File: src/decode_pkg.sv
package decode_pkg;

  // Prefix and escape byte values
  localparam logic [7:0] PFX_OP_SIZE   = 8'h66;
  localparam logic [7:0] PFX_ADDR_SIZE = 8'h67;
  localparam logic [7:0] ESC_TWO_BYTE  = 8'h0f;

  // Addressing forms
  localparam logic [1:0] MOD_NO_DISP = 2'h0;
  localparam logic [1:0] MOD_DISP8   = 2'h1;
  localparam logic [1:0] MOD_DISPW   = 2'h2;
  localparam logic [1:0] MOD_REG     = 2'h3;

  // Special selector codes
  localparam logic [2:0] RM_SIB      = 3'h4;
  localparam logic [2:0] RM16_DIRECT = 3'h6;
  localparam logic [2:0] RM32_DIRECT = 3'h5;
  localparam logic [2:0] BASE_DIRECT = 3'h5;
  localparam logic [2:0] INDEX_NONE  = 3'h4;

  // General register numbers used by the address tables
  localparam logic [2:0] REG_SP = 3'h4;
  localparam logic [2:0] REG_BX = 3'h3;
  localparam logic [2:0] REG_BP = 3'h5;
  localparam logic [2:0] REG_SI = 3'h6;
  localparam logic [2:0] REG_DI = 3'h7;

  // Field lengths in bytes
  localparam logic [2:0] LEN_NONE  = 3'h0;
  localparam logic [2:0] LEN_BYTE  = 3'h1;
  localparam logic [2:0] LEN_WORD  = 3'h2;
  localparam logic [2:0] LEN_DWORD = 3'h4;

  // Bit positions inside an opcode byte
  localparam int W_BIT   = 0;
  localparam int D_BIT   = 1;
  localparam int S_BIT   = 1;
  localparam int SEG_LSB = 3;

  // Reset values and sizes
  localparam logic [1:0] CNT_RESET = 2'h0;
  localparam int         BUF_DEPTH = 2;

  // Immediate kind supplied with the last opcode byte
  typedef enum logic [1:0] {IMM_NONE, IMM_BYTE, IMM_VAR, IMM_FULL} imm_kind_type;

  // Decoder states
  typedef enum logic [2:0] {
    ST_OPCODE, ST_OPCODE2, ST_MODRM, ST_SIB, ST_DISP, ST_IMM, ST_EMIT
  } dec_state_type;

  // One decoded instruction front
  typedef struct packed {
    logic        op32;
    logic        addr32;
    logic        two_byte;
    logic [7:0]  opcode;
    logic        byte_or_full_flag;
    logic        flow_way_bit;
    logic        imm_extend_flag;
    logic [2:0]  op_reg;
    logic [3:0]  condition_code;
    logic [1:0]  segment_pick_short;
    logic [2:0]  segment_pick_long;
    logic        has_modrm;
    logic [1:0]  mod;
    logic [2:0]  operand_slot;
    logic [2:0]  rm;
    logic        reg_operand;
    logic        has_sib;
    logic [1:0]  multiplier_code;
    logic [2:0]  index_sel;
    logic [2:0]  base_sel;
    logic        base_valid;
    logic [2:0]  base_reg;
    logic        index_valid;
    logic [2:0]  index_reg;
    logic        stack_segment;
    logic        ea_undefined;
    logic [2:0]  disp_len;
    logic [31:0] disp;
    logic [2:0]  imm_len;
    logic [31:0] imm;
  } decode_rec_type;

endpackage

File: src/decode_link_if.sv
`timescale 1ns/1ps
// Decoded record handed from the decoder core to the output buffer
interface decode_link_if;
  import decode_pkg::*;
  logic           valid;   // Record offered
  logic           ready;   // Buffer has room
  decode_rec_type data;    // Record contents

  modport src (output valid, output data, input ready);
  modport dst (input valid, input data, output ready);
endinterface

File: src/decode_out_buffer.sv
`timescale 1ns/1ps
// Two-entry buffer so a stalled consumer never loses a record
module decode_out_buffer #(
  parameter int DEPTH = decode_pkg::BUF_DEPTH
) (
  // Clock and reset
  input  wire logic                      sys_clk_in,
  input  wire logic                      sys_rst_in,
  // Filling side
  decode_link_if.dst                     fill,
  // Draining side
  output logic                           out_valid_out,
  output decode_pkg::decode_rec_type     out_data_out,
  input  wire logic                      out_ready_in
);
  import decode_pkg::*;

  localparam int PTR_W = (DEPTH > 1) ? $clog2(DEPTH) : 1;

  decode_rec_type   mem_reg [DEPTH];  // Storage words
  logic [PTR_W-1:0] wr_ptr_reg;       // Next write slot
  logic [PTR_W-1:0] rd_ptr_reg;       // Oldest slot
  logic [PTR_W:0]   count_reg;        // Words held
  logic             push;             // Word enters
  logic             pop;              // Word leaves

  // Room while fewer than DEPTH words are held; an empty buffer must accept too
  assign fill.ready    = (count_reg < (PTR_W+1)'(DEPTH));
  assign out_valid_out = (count_reg != '0);
  assign out_data_out  = mem_reg[rd_ptr_reg];
  assign push          = fill.valid && fill.ready;
  assign pop           = out_valid_out && out_ready_in;

  // Storage written only on accepted words
  always_ff @(posedge sys_clk_in) begin
    if (push) begin
      mem_reg[wr_ptr_reg] <= fill.data;
    end
  end

  // Pointers wrap at the depth; depth is a power of two here
  always_ff @(posedge sys_clk_in) begin
    if (sys_rst_in) begin
      wr_ptr_reg <= '0;
      rd_ptr_reg <= '0;
      count_reg  <= '0;
    end else begin
      if (push) wr_ptr_reg <= PTR_W'(wr_ptr_reg + 1'b1);
      if (pop)  rd_ptr_reg <= PTR_W'(rd_ptr_reg + 1'b1);
      count_reg <= (PTR_W+1)'(count_reg + push - pop);
    end
  end
endmodule

File: src/prefix_and_address_mode_decoder.sv
`timescale 1ns/1ps
// Decodes prefixes, opcode, addressing bytes, displacement and immediate
module prefix_and_address_mode_decoder (
  // Clock and reset
  input  wire logic                       sys_clk_in,
  input  wire logic                       sys_rst_in,
  // Mode of the current code segment
  input  wire logic                       default_op32_in,
  input  wire logic                       default_addr32_in,
  input  wire logic                       compat_mode_in,
  // Instruction byte stream from the fetch unit
  input  wire logic [7:0]                 byte_in,
  input  wire logic                       byte_valid_in,
  input  wire logic                       has_modrm_in,
  input  decode_pkg::imm_kind_type        imm_kind_in,
  output logic                            byte_ready_out,
  // Decoded result toward execution and address generation
  output logic                            done_out,
  output decode_pkg::decode_rec_type      decode_out,
  input  wire logic                       done_ready_in
);
  import decode_pkg::*;

  // Address components of one memory operand
  typedef struct packed {
    logic       base_valid;
    logic [2:0] base_reg;
    logic       index_valid;
    logic [2:0] index_reg;
    logic       stack;
  } ea_type;

  dec_state_type  state_reg;     // Current field being collected
  dec_state_type  state_next;
  decode_rec_type rec_reg;       // Record under construction
  decode_rec_type rec_next;
  logic [1:0]     cnt_reg;       // Byte index inside disp or imm
  logic [1:0]     cnt_next;
  logic           opp_reg;       // Operand-size prefix seen
  logic           opp_next;
  logic           adp_reg;       // Address-size prefix seen
  logic           adp_next;

  decode_link_if link ();        // Path into the output buffer

  // 16-bit table: base from frame_word or base_word, index from pointers
  function automatic ea_type ea16_f(input logic [1:0] md, input logic [2:0] rm);
    ea_type e;
    e = '0;
    e.index_valid = (rm <= 3'h5);
    e.index_reg   = rm[0] ? REG_DI : REG_SI;
    e.base_valid  = (rm <= 3'h3) || (rm == 3'h7) ||
                    ((rm == RM16_DIRECT) && (md != MOD_NO_DISP));
    e.base_reg    = ((rm == 3'h2) || (rm == 3'h3) || (rm == 3'h6)) ? REG_BP : REG_BX;
    e.stack       = e.base_valid && (e.base_reg == REG_BP) &&
                    ((md == MOD_NO_DISP) || (md == MOD_DISP8));
    return e;
  endfunction

  // 32-bit table without sib: selector names the register directly
  function automatic ea_type ea32_f(input logic [1:0] md, input logic [2:0] rm);
    ea_type e;
    e = '0;
    e.base_valid = !((md == MOD_NO_DISP) && (rm == RM32_DIRECT));
    e.base_reg   = rm;
    e.stack      = (rm == REG_BP) && (md == MOD_DISP8);
    return e;
  endfunction

  // 32-bit with sib: base, scaled index, frame_register exclusion
  function automatic ea_type easib_f(input logic [1:0] md, input logic [7:0] sb);
    ea_type e;
    e = '0;
    e.base_valid  = !((sb[2:0] == BASE_DIRECT) && (md == MOD_NO_DISP));
    e.base_reg    = sb[2:0];
    e.index_valid = (sb[5:3] != INDEX_NONE);
    e.index_reg   = sb[5:3];
    e.stack       = (sb[2:0] == REG_SP) ||
                    ((sb[2:0] == REG_BP) && (md != MOD_NO_DISP));
    return e;
  endfunction

  // Effective widths: compat modes always default to 16 bits
  logic       op32_w;
  logic       addr32_w;
  assign op32_w   = (compat_mode_in ? 1'b0 : default_op32_in) ^ opp_reg;
  assign addr32_w = (compat_mode_in ? 1'b0 : default_addr32_in) ^ adp_reg;

  // Byte classification in the opcode state
  logic take;
  logic is_op_pfx;
  logic is_ad_pfx;
  logic is_escape;
  logic load_op;
  assign take      = byte_valid_in && byte_ready_out;
  assign is_op_pfx = (byte_in == PFX_OP_SIZE);
  assign is_ad_pfx = (byte_in == PFX_ADDR_SIZE);
  assign is_escape = (byte_in == ESC_TWO_BYTE) && !rec_reg.two_byte;
  assign load_op   = take && (((state_reg == ST_OPCODE) && !is_op_pfx &&
                     !is_ad_pfx && !is_escape) || (state_reg == ST_OPCODE2));

  // Immediate length: fixed byte, operand width, or byte/operand width by the w flag
  logic [2:0] imm_len_w;
  logic [2:0] full_len_w;
  assign full_len_w = op32_w ? LEN_DWORD : LEN_WORD;
  assign imm_len_w  = (imm_kind_in == IMM_BYTE) ? LEN_BYTE :
                      (imm_kind_in == IMM_FULL) ? full_len_w :
                      (imm_kind_in == IMM_VAR)  ?
                        (byte_in[W_BIT] ? full_len_w : LEN_BYTE) : LEN_NONE;

  // Addressing byte decode as seen on the stream
  logic [1:0] m_mod;
  logic [2:0] m_rm;
  logic       sib_w;
  logic [2:0] mdisp_w;
  ea_type     mea_w;
  assign m_mod = byte_in[7:6];
  assign m_rm  = byte_in[2:0];
  assign sib_w = rec_reg.addr32 && (m_rm == RM_SIB) && (m_mod != MOD_REG);
  assign mea_w = rec_reg.addr32 ? ea32_f(m_mod, m_rm) : ea16_f(m_mod, m_rm);
  assign mdisp_w =
    (m_mod == MOD_DISP8) ? LEN_BYTE :
    (m_mod == MOD_DISPW) ? (rec_reg.addr32 ? LEN_DWORD : LEN_WORD) :
    (m_mod == MOD_REG)   ? LEN_NONE :
    (rec_reg.addr32 ? ((m_rm == RM32_DIRECT) ? LEN_DWORD : LEN_NONE)
                    : ((m_rm == RM16_DIRECT) ? LEN_WORD : LEN_NONE));

  // Scale-index byte decode, form taken from the stored addressing byte
  logic [2:0] sdisp_w;
  ea_type     sea_w;
  assign sea_w   = easib_f(rec_reg.mod, byte_in);
  assign sdisp_w = ((rec_reg.mod == MOD_NO_DISP) && (byte_in[2:0] == BASE_DIRECT)) ?
                   LEN_DWORD : rec_reg.disp_len;

  // Where to go once displacement is complete
  dec_state_type imm_or_emit;
  logic          disp_last;
  logic          imm_last;
  assign imm_or_emit = (rec_reg.imm_len != LEN_NONE) ? ST_IMM : ST_EMIT;
  assign disp_last   = (3'({1'b0, cnt_reg} + 3'h1) == rec_reg.disp_len);
  assign imm_last    = (3'({1'b0, cnt_reg} + 3'h1) == rec_reg.imm_len);

  // No bytes are taken while a finished record waits for room
  assign byte_ready_out = (state_reg != ST_EMIT);
  assign link.valid     = (state_reg == ST_EMIT);
  assign link.data      = rec_reg;

  // Field sequencer
  always_comb begin
    rec_next   = rec_reg;
    state_next = state_reg;
    cnt_next   = cnt_reg;
    opp_next   = opp_reg;
    adp_next   = adp_reg;
    // Final opcode byte: widths frozen and embedded fields split
    if (load_op) begin
      rec_next.op32               = op32_w;
      rec_next.addr32             = addr32_w;
      rec_next.opcode             = byte_in;
      rec_next.byte_or_full_flag  = byte_in[W_BIT];
      rec_next.flow_way_bit       = byte_in[D_BIT];
      rec_next.imm_extend_flag    = byte_in[S_BIT];
      rec_next.op_reg             = byte_in[2:0];
      rec_next.condition_code     = byte_in[3:0];
      rec_next.segment_pick_short = byte_in[SEG_LSB +: 2];
      rec_next.segment_pick_long  = byte_in[SEG_LSB +: 3];
      rec_next.has_modrm          = has_modrm_in;
      rec_next.imm_len            = imm_len_w;
      if (has_modrm_in) begin
        state_next = ST_MODRM;
      end else if (imm_len_w != LEN_NONE) begin
        state_next = ST_IMM;
      end else begin
        state_next = ST_EMIT;
      end
    end
    case (state_reg)
      // Prefixes may repeat and come in any order before the opcode
      ST_OPCODE: begin
        if (take && is_op_pfx) begin
          opp_next = 1'b1;
        end else if (take && is_ad_pfx) begin
          adp_next = 1'b1;
        end else if (take && is_escape) begin
          rec_next.two_byte = 1'b1;
          state_next        = ST_OPCODE2;
        end
      end
      // Second opcode byte handled by the common load above
      ST_OPCODE2: begin
        state_next = load_op ? state_next : ST_OPCODE2;
      end
      // Addressing byte
      ST_MODRM: begin
        if (take) begin
          rec_next.mod          = m_mod;
          rec_next.operand_slot = byte_in[5:3];
          rec_next.rm           = m_rm;
          rec_next.reg_operand  = (m_mod == MOD_REG);
          rec_next.has_sib      = sib_w;
          rec_next.disp_len     = mdisp_w;
          if (m_mod != MOD_REG) begin
            rec_next.base_valid    = mea_w.base_valid;
            rec_next.base_reg      = mea_w.base_reg;
            rec_next.index_valid   = mea_w.index_valid;
            rec_next.index_reg     = mea_w.index_reg;
            rec_next.stack_segment = mea_w.stack;
          end
          if (sib_w) begin
            state_next = ST_SIB;
          end else if (mdisp_w != LEN_NONE) begin
            state_next = ST_DISP;
          end else begin
            state_next = imm_or_emit;
          end
        end
      end
      // Scale-index byte
      ST_SIB: begin
        if (take) begin
          rec_next.multiplier_code = byte_in[7:6];
          rec_next.index_sel       = byte_in[5:3];
          rec_next.base_sel        = byte_in[2:0];
          rec_next.base_valid      = sea_w.base_valid;
          rec_next.base_reg        = sea_w.base_reg;
          rec_next.index_valid     = sea_w.index_valid;
          rec_next.index_reg       = sea_w.index_reg;
          rec_next.stack_segment   = sea_w.stack;
          rec_next.ea_undefined    = !sea_w.index_valid && (byte_in[7:6] != 2'h0);
          rec_next.disp_len        = sdisp_w;
          state_next = (sdisp_w != LEN_NONE) ? ST_DISP : imm_or_emit;
        end
      end
      // Displacement bytes, least significant first
      ST_DISP: begin
        if (take) begin
          rec_next.disp[{cnt_reg, 3'h0} +: 8] = byte_in;
          if (disp_last) begin
            cnt_next   = CNT_RESET;
            state_next = imm_or_emit;
          end else begin
            cnt_next = 2'(cnt_reg + 2'h1);
          end
        end
      end
      // Immediate bytes, always the final field
      ST_IMM: begin
        if (take) begin
          rec_next.imm[{cnt_reg, 3'h0} +: 8] = byte_in;
          if (imm_last) begin
            cnt_next   = CNT_RESET;
            state_next = ST_EMIT;
          end else begin
            cnt_next = 2'(cnt_reg + 2'h1);
          end
        end
      end
      // Hand the record over, then forget the prefixes
      ST_EMIT: begin
        if (link.ready) begin
          rec_next   = '0;
          opp_next   = 1'b0;
          adp_next   = 1'b0;
          state_next = ST_OPCODE;
        end
      end
      default: begin
        state_next = ST_OPCODE;
      end
    endcase
  end

  // State registers
  always_ff @(posedge sys_clk_in) begin
    if (sys_rst_in) begin
      state_reg <= ST_OPCODE;
      rec_reg   <= '0;
      cnt_reg   <= CNT_RESET;
      opp_reg   <= 1'b0;
      adp_reg   <= 1'b0;
    end else begin
      state_reg <= state_next;
      rec_reg   <= rec_next;
      cnt_reg   <= cnt_next;
      opp_reg   <= opp_next;
      adp_reg   <= adp_next;
    end
  end

  // Output buffer; a stalled consumer stalls the byte intake
  decode_out_buffer #(
    .DEPTH (BUF_DEPTH)
  ) u_out_buffer (
    .sys_clk_in    (sys_clk_in),
    .sys_rst_in    (sys_rst_in),
    .fill          (link.dst),
    .out_valid_out (done_out),
    .out_data_out  (decode_out),
    .out_ready_in  (done_ready_in)
  );

endmodule

File: config.mk
export PLATFORM = sky130hd
export DESIGN_NAME = prefix_and_address_mode_decoder
export DESIGN_NICKNAME = d
export VERILOG_FILES = /design/src/decode_pkg.sv /design/src/decode_link_if.sv /design/src/decode_out_buffer.sv /design/src/prefix_and_address_mode_decoder.sv
export SDC_FILE = /design/constraint.sdc
export NUM_CORES = 1
export LEC_CHECK = 0
export ABC_CLOCK_PERIOD_IN_PS = 18000
export BUFFER_PORTS_ARGS = -buffer_cell sky130_fd_sc_hd__buf_4
export CORE_MARGIN = 4
export CORE_UTILIZATION = 38
export DETAILED_ROUTE_END_ITERATION = 10
export SYNTH_ARGS = -nofsm -noshare
export SYNTH_HDL_FRONTEND = slang
export SYNTH_SLANG_ARGS = --single-unit
File: constraint.sdc
create_clock -name sys_clk_in -period 18 [get_ports sys_clk_in]
set_clock_uncertainty 0.15 [all_clocks]
set_input_delay 0 -clock sys_clk_in [delete_from_list [all_inputs] [get_ports sys_clk_in]]
set_output_delay 0 -clock sys_clk_in [all_outputs]
set_load 0.05 [all_outputs]
==> results.json <==
{
  "synth-seq-cells": 387,
  "cp.required_ns": 17.98,
  "drc_errors": 0,
  "power_density_nw_per_um2": 146.0,
  "yosys_warnings": 0,
  "worstPathArrival_ns": 4.31,
  "cp_max_fo": 64,
  "drt-met1-wl_um": 15480,
  "cts_tree": "built",
  "synth_cell_types": 62,
  "syn_inst": 1145,
  "path_common_cell": "inv_2",
  "cts.sinks": 387,
  "fin_crit_sh_pct": 24.04,
  "drive_gt1_share_pct": 26.82,
  "hold-worst-slack_ns": 0.1864,
  "stdcell_area_um2": 17950,
  "antenna_found_initial": 0,
  "dp_hpwl_um": 21320,
  "die_area_um2": 42360,
  "ys_seq_area_share_pct": 68.94,
  "grt_pass1_wl_um": 53140,
  "nFillCells": 3481,
  "numCtsBuffers": 39,
  "cp-end-kind": "flip-flop",
  "layout.nets": 1310,
  "die_x_um": 205.8,
  "drt_first_pass_iters": 5,
  "synth_edf_count": 250,
  "min_to": "link.data[98]",
  "portBuffers": 144,
  "post_dp_cell_area_um2": 16360,
  "startpoint_type": "flip-flop",
  "setup_viol_count_final": 0,
  "cts-root-buf": "clkbuf_16",
  "worstSetupPathType": "reg2reg",
  "ys.flop_type": "edfxtp_1",
  "vias_per_cell": 5.114,
  "num_rows": 72,
  "relSlewSlack_pct": 16.31,
  "cellLeakagePower_nw": 5.992,
  "worst_path_max_delay_cell": "buf_4",
  "slowest_delay_ns": 0.82,
  "fmax_mhz": 231.1,
  "synthToLayoutAreaGrowth_pct": 20.70,
  "status": "finished, final reports clean",
  "routedWlPerCell_um": 18.71,
  "rrSetupSlack_ns": 13.67,
  "ff2ff_path_depth": 7,
  "fin_total_pwr_mw": 2.620,
  "die_y_um": 205.8,
  "vdd_drop_max_mv": 0.06592,
  "largest_reg_flops": 250,
  "via_count": 9379,
  "rsz0062_at_grt": "false",
  "finalCriticalPeriod_ns": 4.328,
  "cp_cell_sequence": "clkinv_1 > nor2_2 > inv_2 > or2_1 > inv_2 > and2_4 > buf_4",
  "gp_congestion": 0.8615,
  "drt_iter0_drc": 642,
  "wl_met2_um": 16510,
  "synth_async_sr_flop_share_pct": 0,
  "core_um2": 38650,
  "cts_resized": 0,
  "worst_pin_slew_ns": 1.251,
  "cts_setup_buffers": 0,
  "grt_pass1_vias": 9153,
  "wl_um": 34310,
  "pin_count": 145,
  "grt_max_degree": 80,
  "drv_slew": 0,
  "hold_viol_final": 0,
  "antenna_cells": 0,
  "track_usage_pct": 16.04,
  "dp_cells": 1743,
  "min_from": "has_modrm_in",
  "clock_latency_ns": 0.51,
  "top_layer": "met4",
  "r2r_start": "state_reg[2]",
  "hold_path_class": "in2reg",
  "syn_nets": 1169,
  "synth_area_per_cell_um2": 12.99,
  "syn_area_um2": 14870,
  "cts.path.max_buffers": 3,
  "cap_violations": 0,
  "clkSlewWorstSetupHoldPaths_ns": 0.06,
  "dr_wl_met3_um": 1691,
  "final.setup.tns_ns": 0,
  "final_cells": 1834,
  "start_util_pct": 38.47,
  "worstHoldPathCells": 4,
  "detail-route-antenna-nets": 0,
  "r2r_end": "u_out_buffer.mem_reg[1][25]",
  "gr-total-overflow": 0,
  "h-tree-depth": 2
}
==> cells by family (layout without fill, tap and decap cells) <==
logic type	after synthesis	after routing	share of synthesized area, %
flip-flops	387	387	68.94
AND/OR/NAND/NOR	345	345	10.70
AO/OA/AOI/OAI	184	184	7.195
multiplexers	127	127	9.602
buffers and inverters	84	255	2.348
XOR/XNOR	12	12	0.7070
adder cells (fa/ha/maj)	6	6	0.5049
==> layout by cell type, fill, tap and decap left out, drive strengths merged, types with 3 or more instances in the layout <==
cell type    count
edfxtp         250
buf            150
dfxtp          137
nand2          129
mux2           125
a21oi          121
nand3           75
nor2            74
clkbuf          52
nor3            20
dlygate4sd3     20
inv             13
clkinv          12
a22oi           11
o21ai           11
xnor2            9
nor2b            9
a211oi           8
o211ai           6
a21o             6
ha               6
bufinv           6
nand2b           5
nand4            5
and3             4
o21a             4
or2              4
and2             4
xor2             3
o22ai            3
==> cell usage after synthesis (all sizes together) (2+ instances only) <==
cell,count,area (um2)
a21oi,121,616.9
nand4,5,43.79
nand2b,5,31.28
a31oi,2,12.51
mux2,125,1408
ha,6,75.07
clkbuf,51,191.4
nor2b,9,56.30
buf,19,105.1
o22ai,3,18.77
o21ai,11,55.05
nor2,74,282.8
or2,4,25.03
a22oi,11,82.58
a211oi,8,60.06
xnor2,9,78.83
nand3,75,375.4
inv,13,48.80
nor4,2,12.51
nand3b,2,15.01
and2,4,27.53
mux2i,2,20.02
o21a,4,30.03
nand2,129,484.2
and3,4,25.02
a221oi,2,17.52
o211ai,6,45.04
nor3,20,100.1
and4,2,17.52
nor4b,2,17.52
a21o,6,45.04
or4b,2,23.77
edfxtp,250,7507
dfxtp,137,2743
xor2,3,26.28
==> layer usage <==
metal / vias up / global-route usage, %
met5: - / 0
met4: 0 / 3.826
met3: 54 / 2.805
met2: 271 / 26.19
met1: 4599 / 22.49
li1: 4455 / -
==> worst max path at each step <==
stage                  from                            to  slack, ns  cells past startpoint
5_1_grt        state_reg[2]   u_out_buffer.mem_reg[1][10]      13.36                      7
3_5_place_dp   state_reg[2]  u_out_buffer.mem_reg[1][114]      13.64                      7
6_report       state_reg[2]   u_out_buffer.mem_reg[1][25]      13.67                      7
4_1_cts        state_reg[2]   u_out_buffer.mem_reg[1][25]      13.63                      7
2_1_floorplan  state_reg[1]    u_out_buffer.mem_reg[0][0]      10.64                      6
3_3_place_gp   state_reg[2]  u_out_buffer.mem_reg[1][104]      13.76                      7
==> critical path: cells and delay by family, from the launching register on <==
kind,cells,cell delay [ns]
AND/OR/NAND/NOR,3,1.51
buffers and inverters,4,1.47
flip-flops,1,0.76
==> where the power goes <==
group          switching (mW)  internal (mW)
clock network           0.321          0.532
registers              0.0588           1.01
logic                   0.473          0.225
total                   0.853           1.77
==> through the flow <==
step / setup WS [ns] / util (%)
floorplan: 10.64 / -
global placement: 13.76 / 42.33
detailed placement: 13.64 / 42.33
CTS: 13.63 / 46.44
global route: 13.36 / 46.44
finish: 13.67 / 46.44
==> timing repair <==
action                     in CTS  in global routing
setup endpoints to repair       0                  0
hold buffers                   20                  0
hold endpoints to repair      135                  0
==> layout make-up <==
| class | count | area (um2) | share of cell area, % |
|---|---|---|---|
| clock buffer | 52 | 1142 | 6.365 |
| timing repair buffer | 170 | 1326 | 7.390 |
| inverter | 14 | 52.55 | 0.2928 |
| tap | 518 | 648.1 | 3.612 |
| clock inverter | 19 | 244.0 | 1.360 |
| multi-input combinational | 674 | 4279 | 23.84 |
| sequential | 387 | 10250 | 57.14 |
Power figures use the tool's default switching activity.
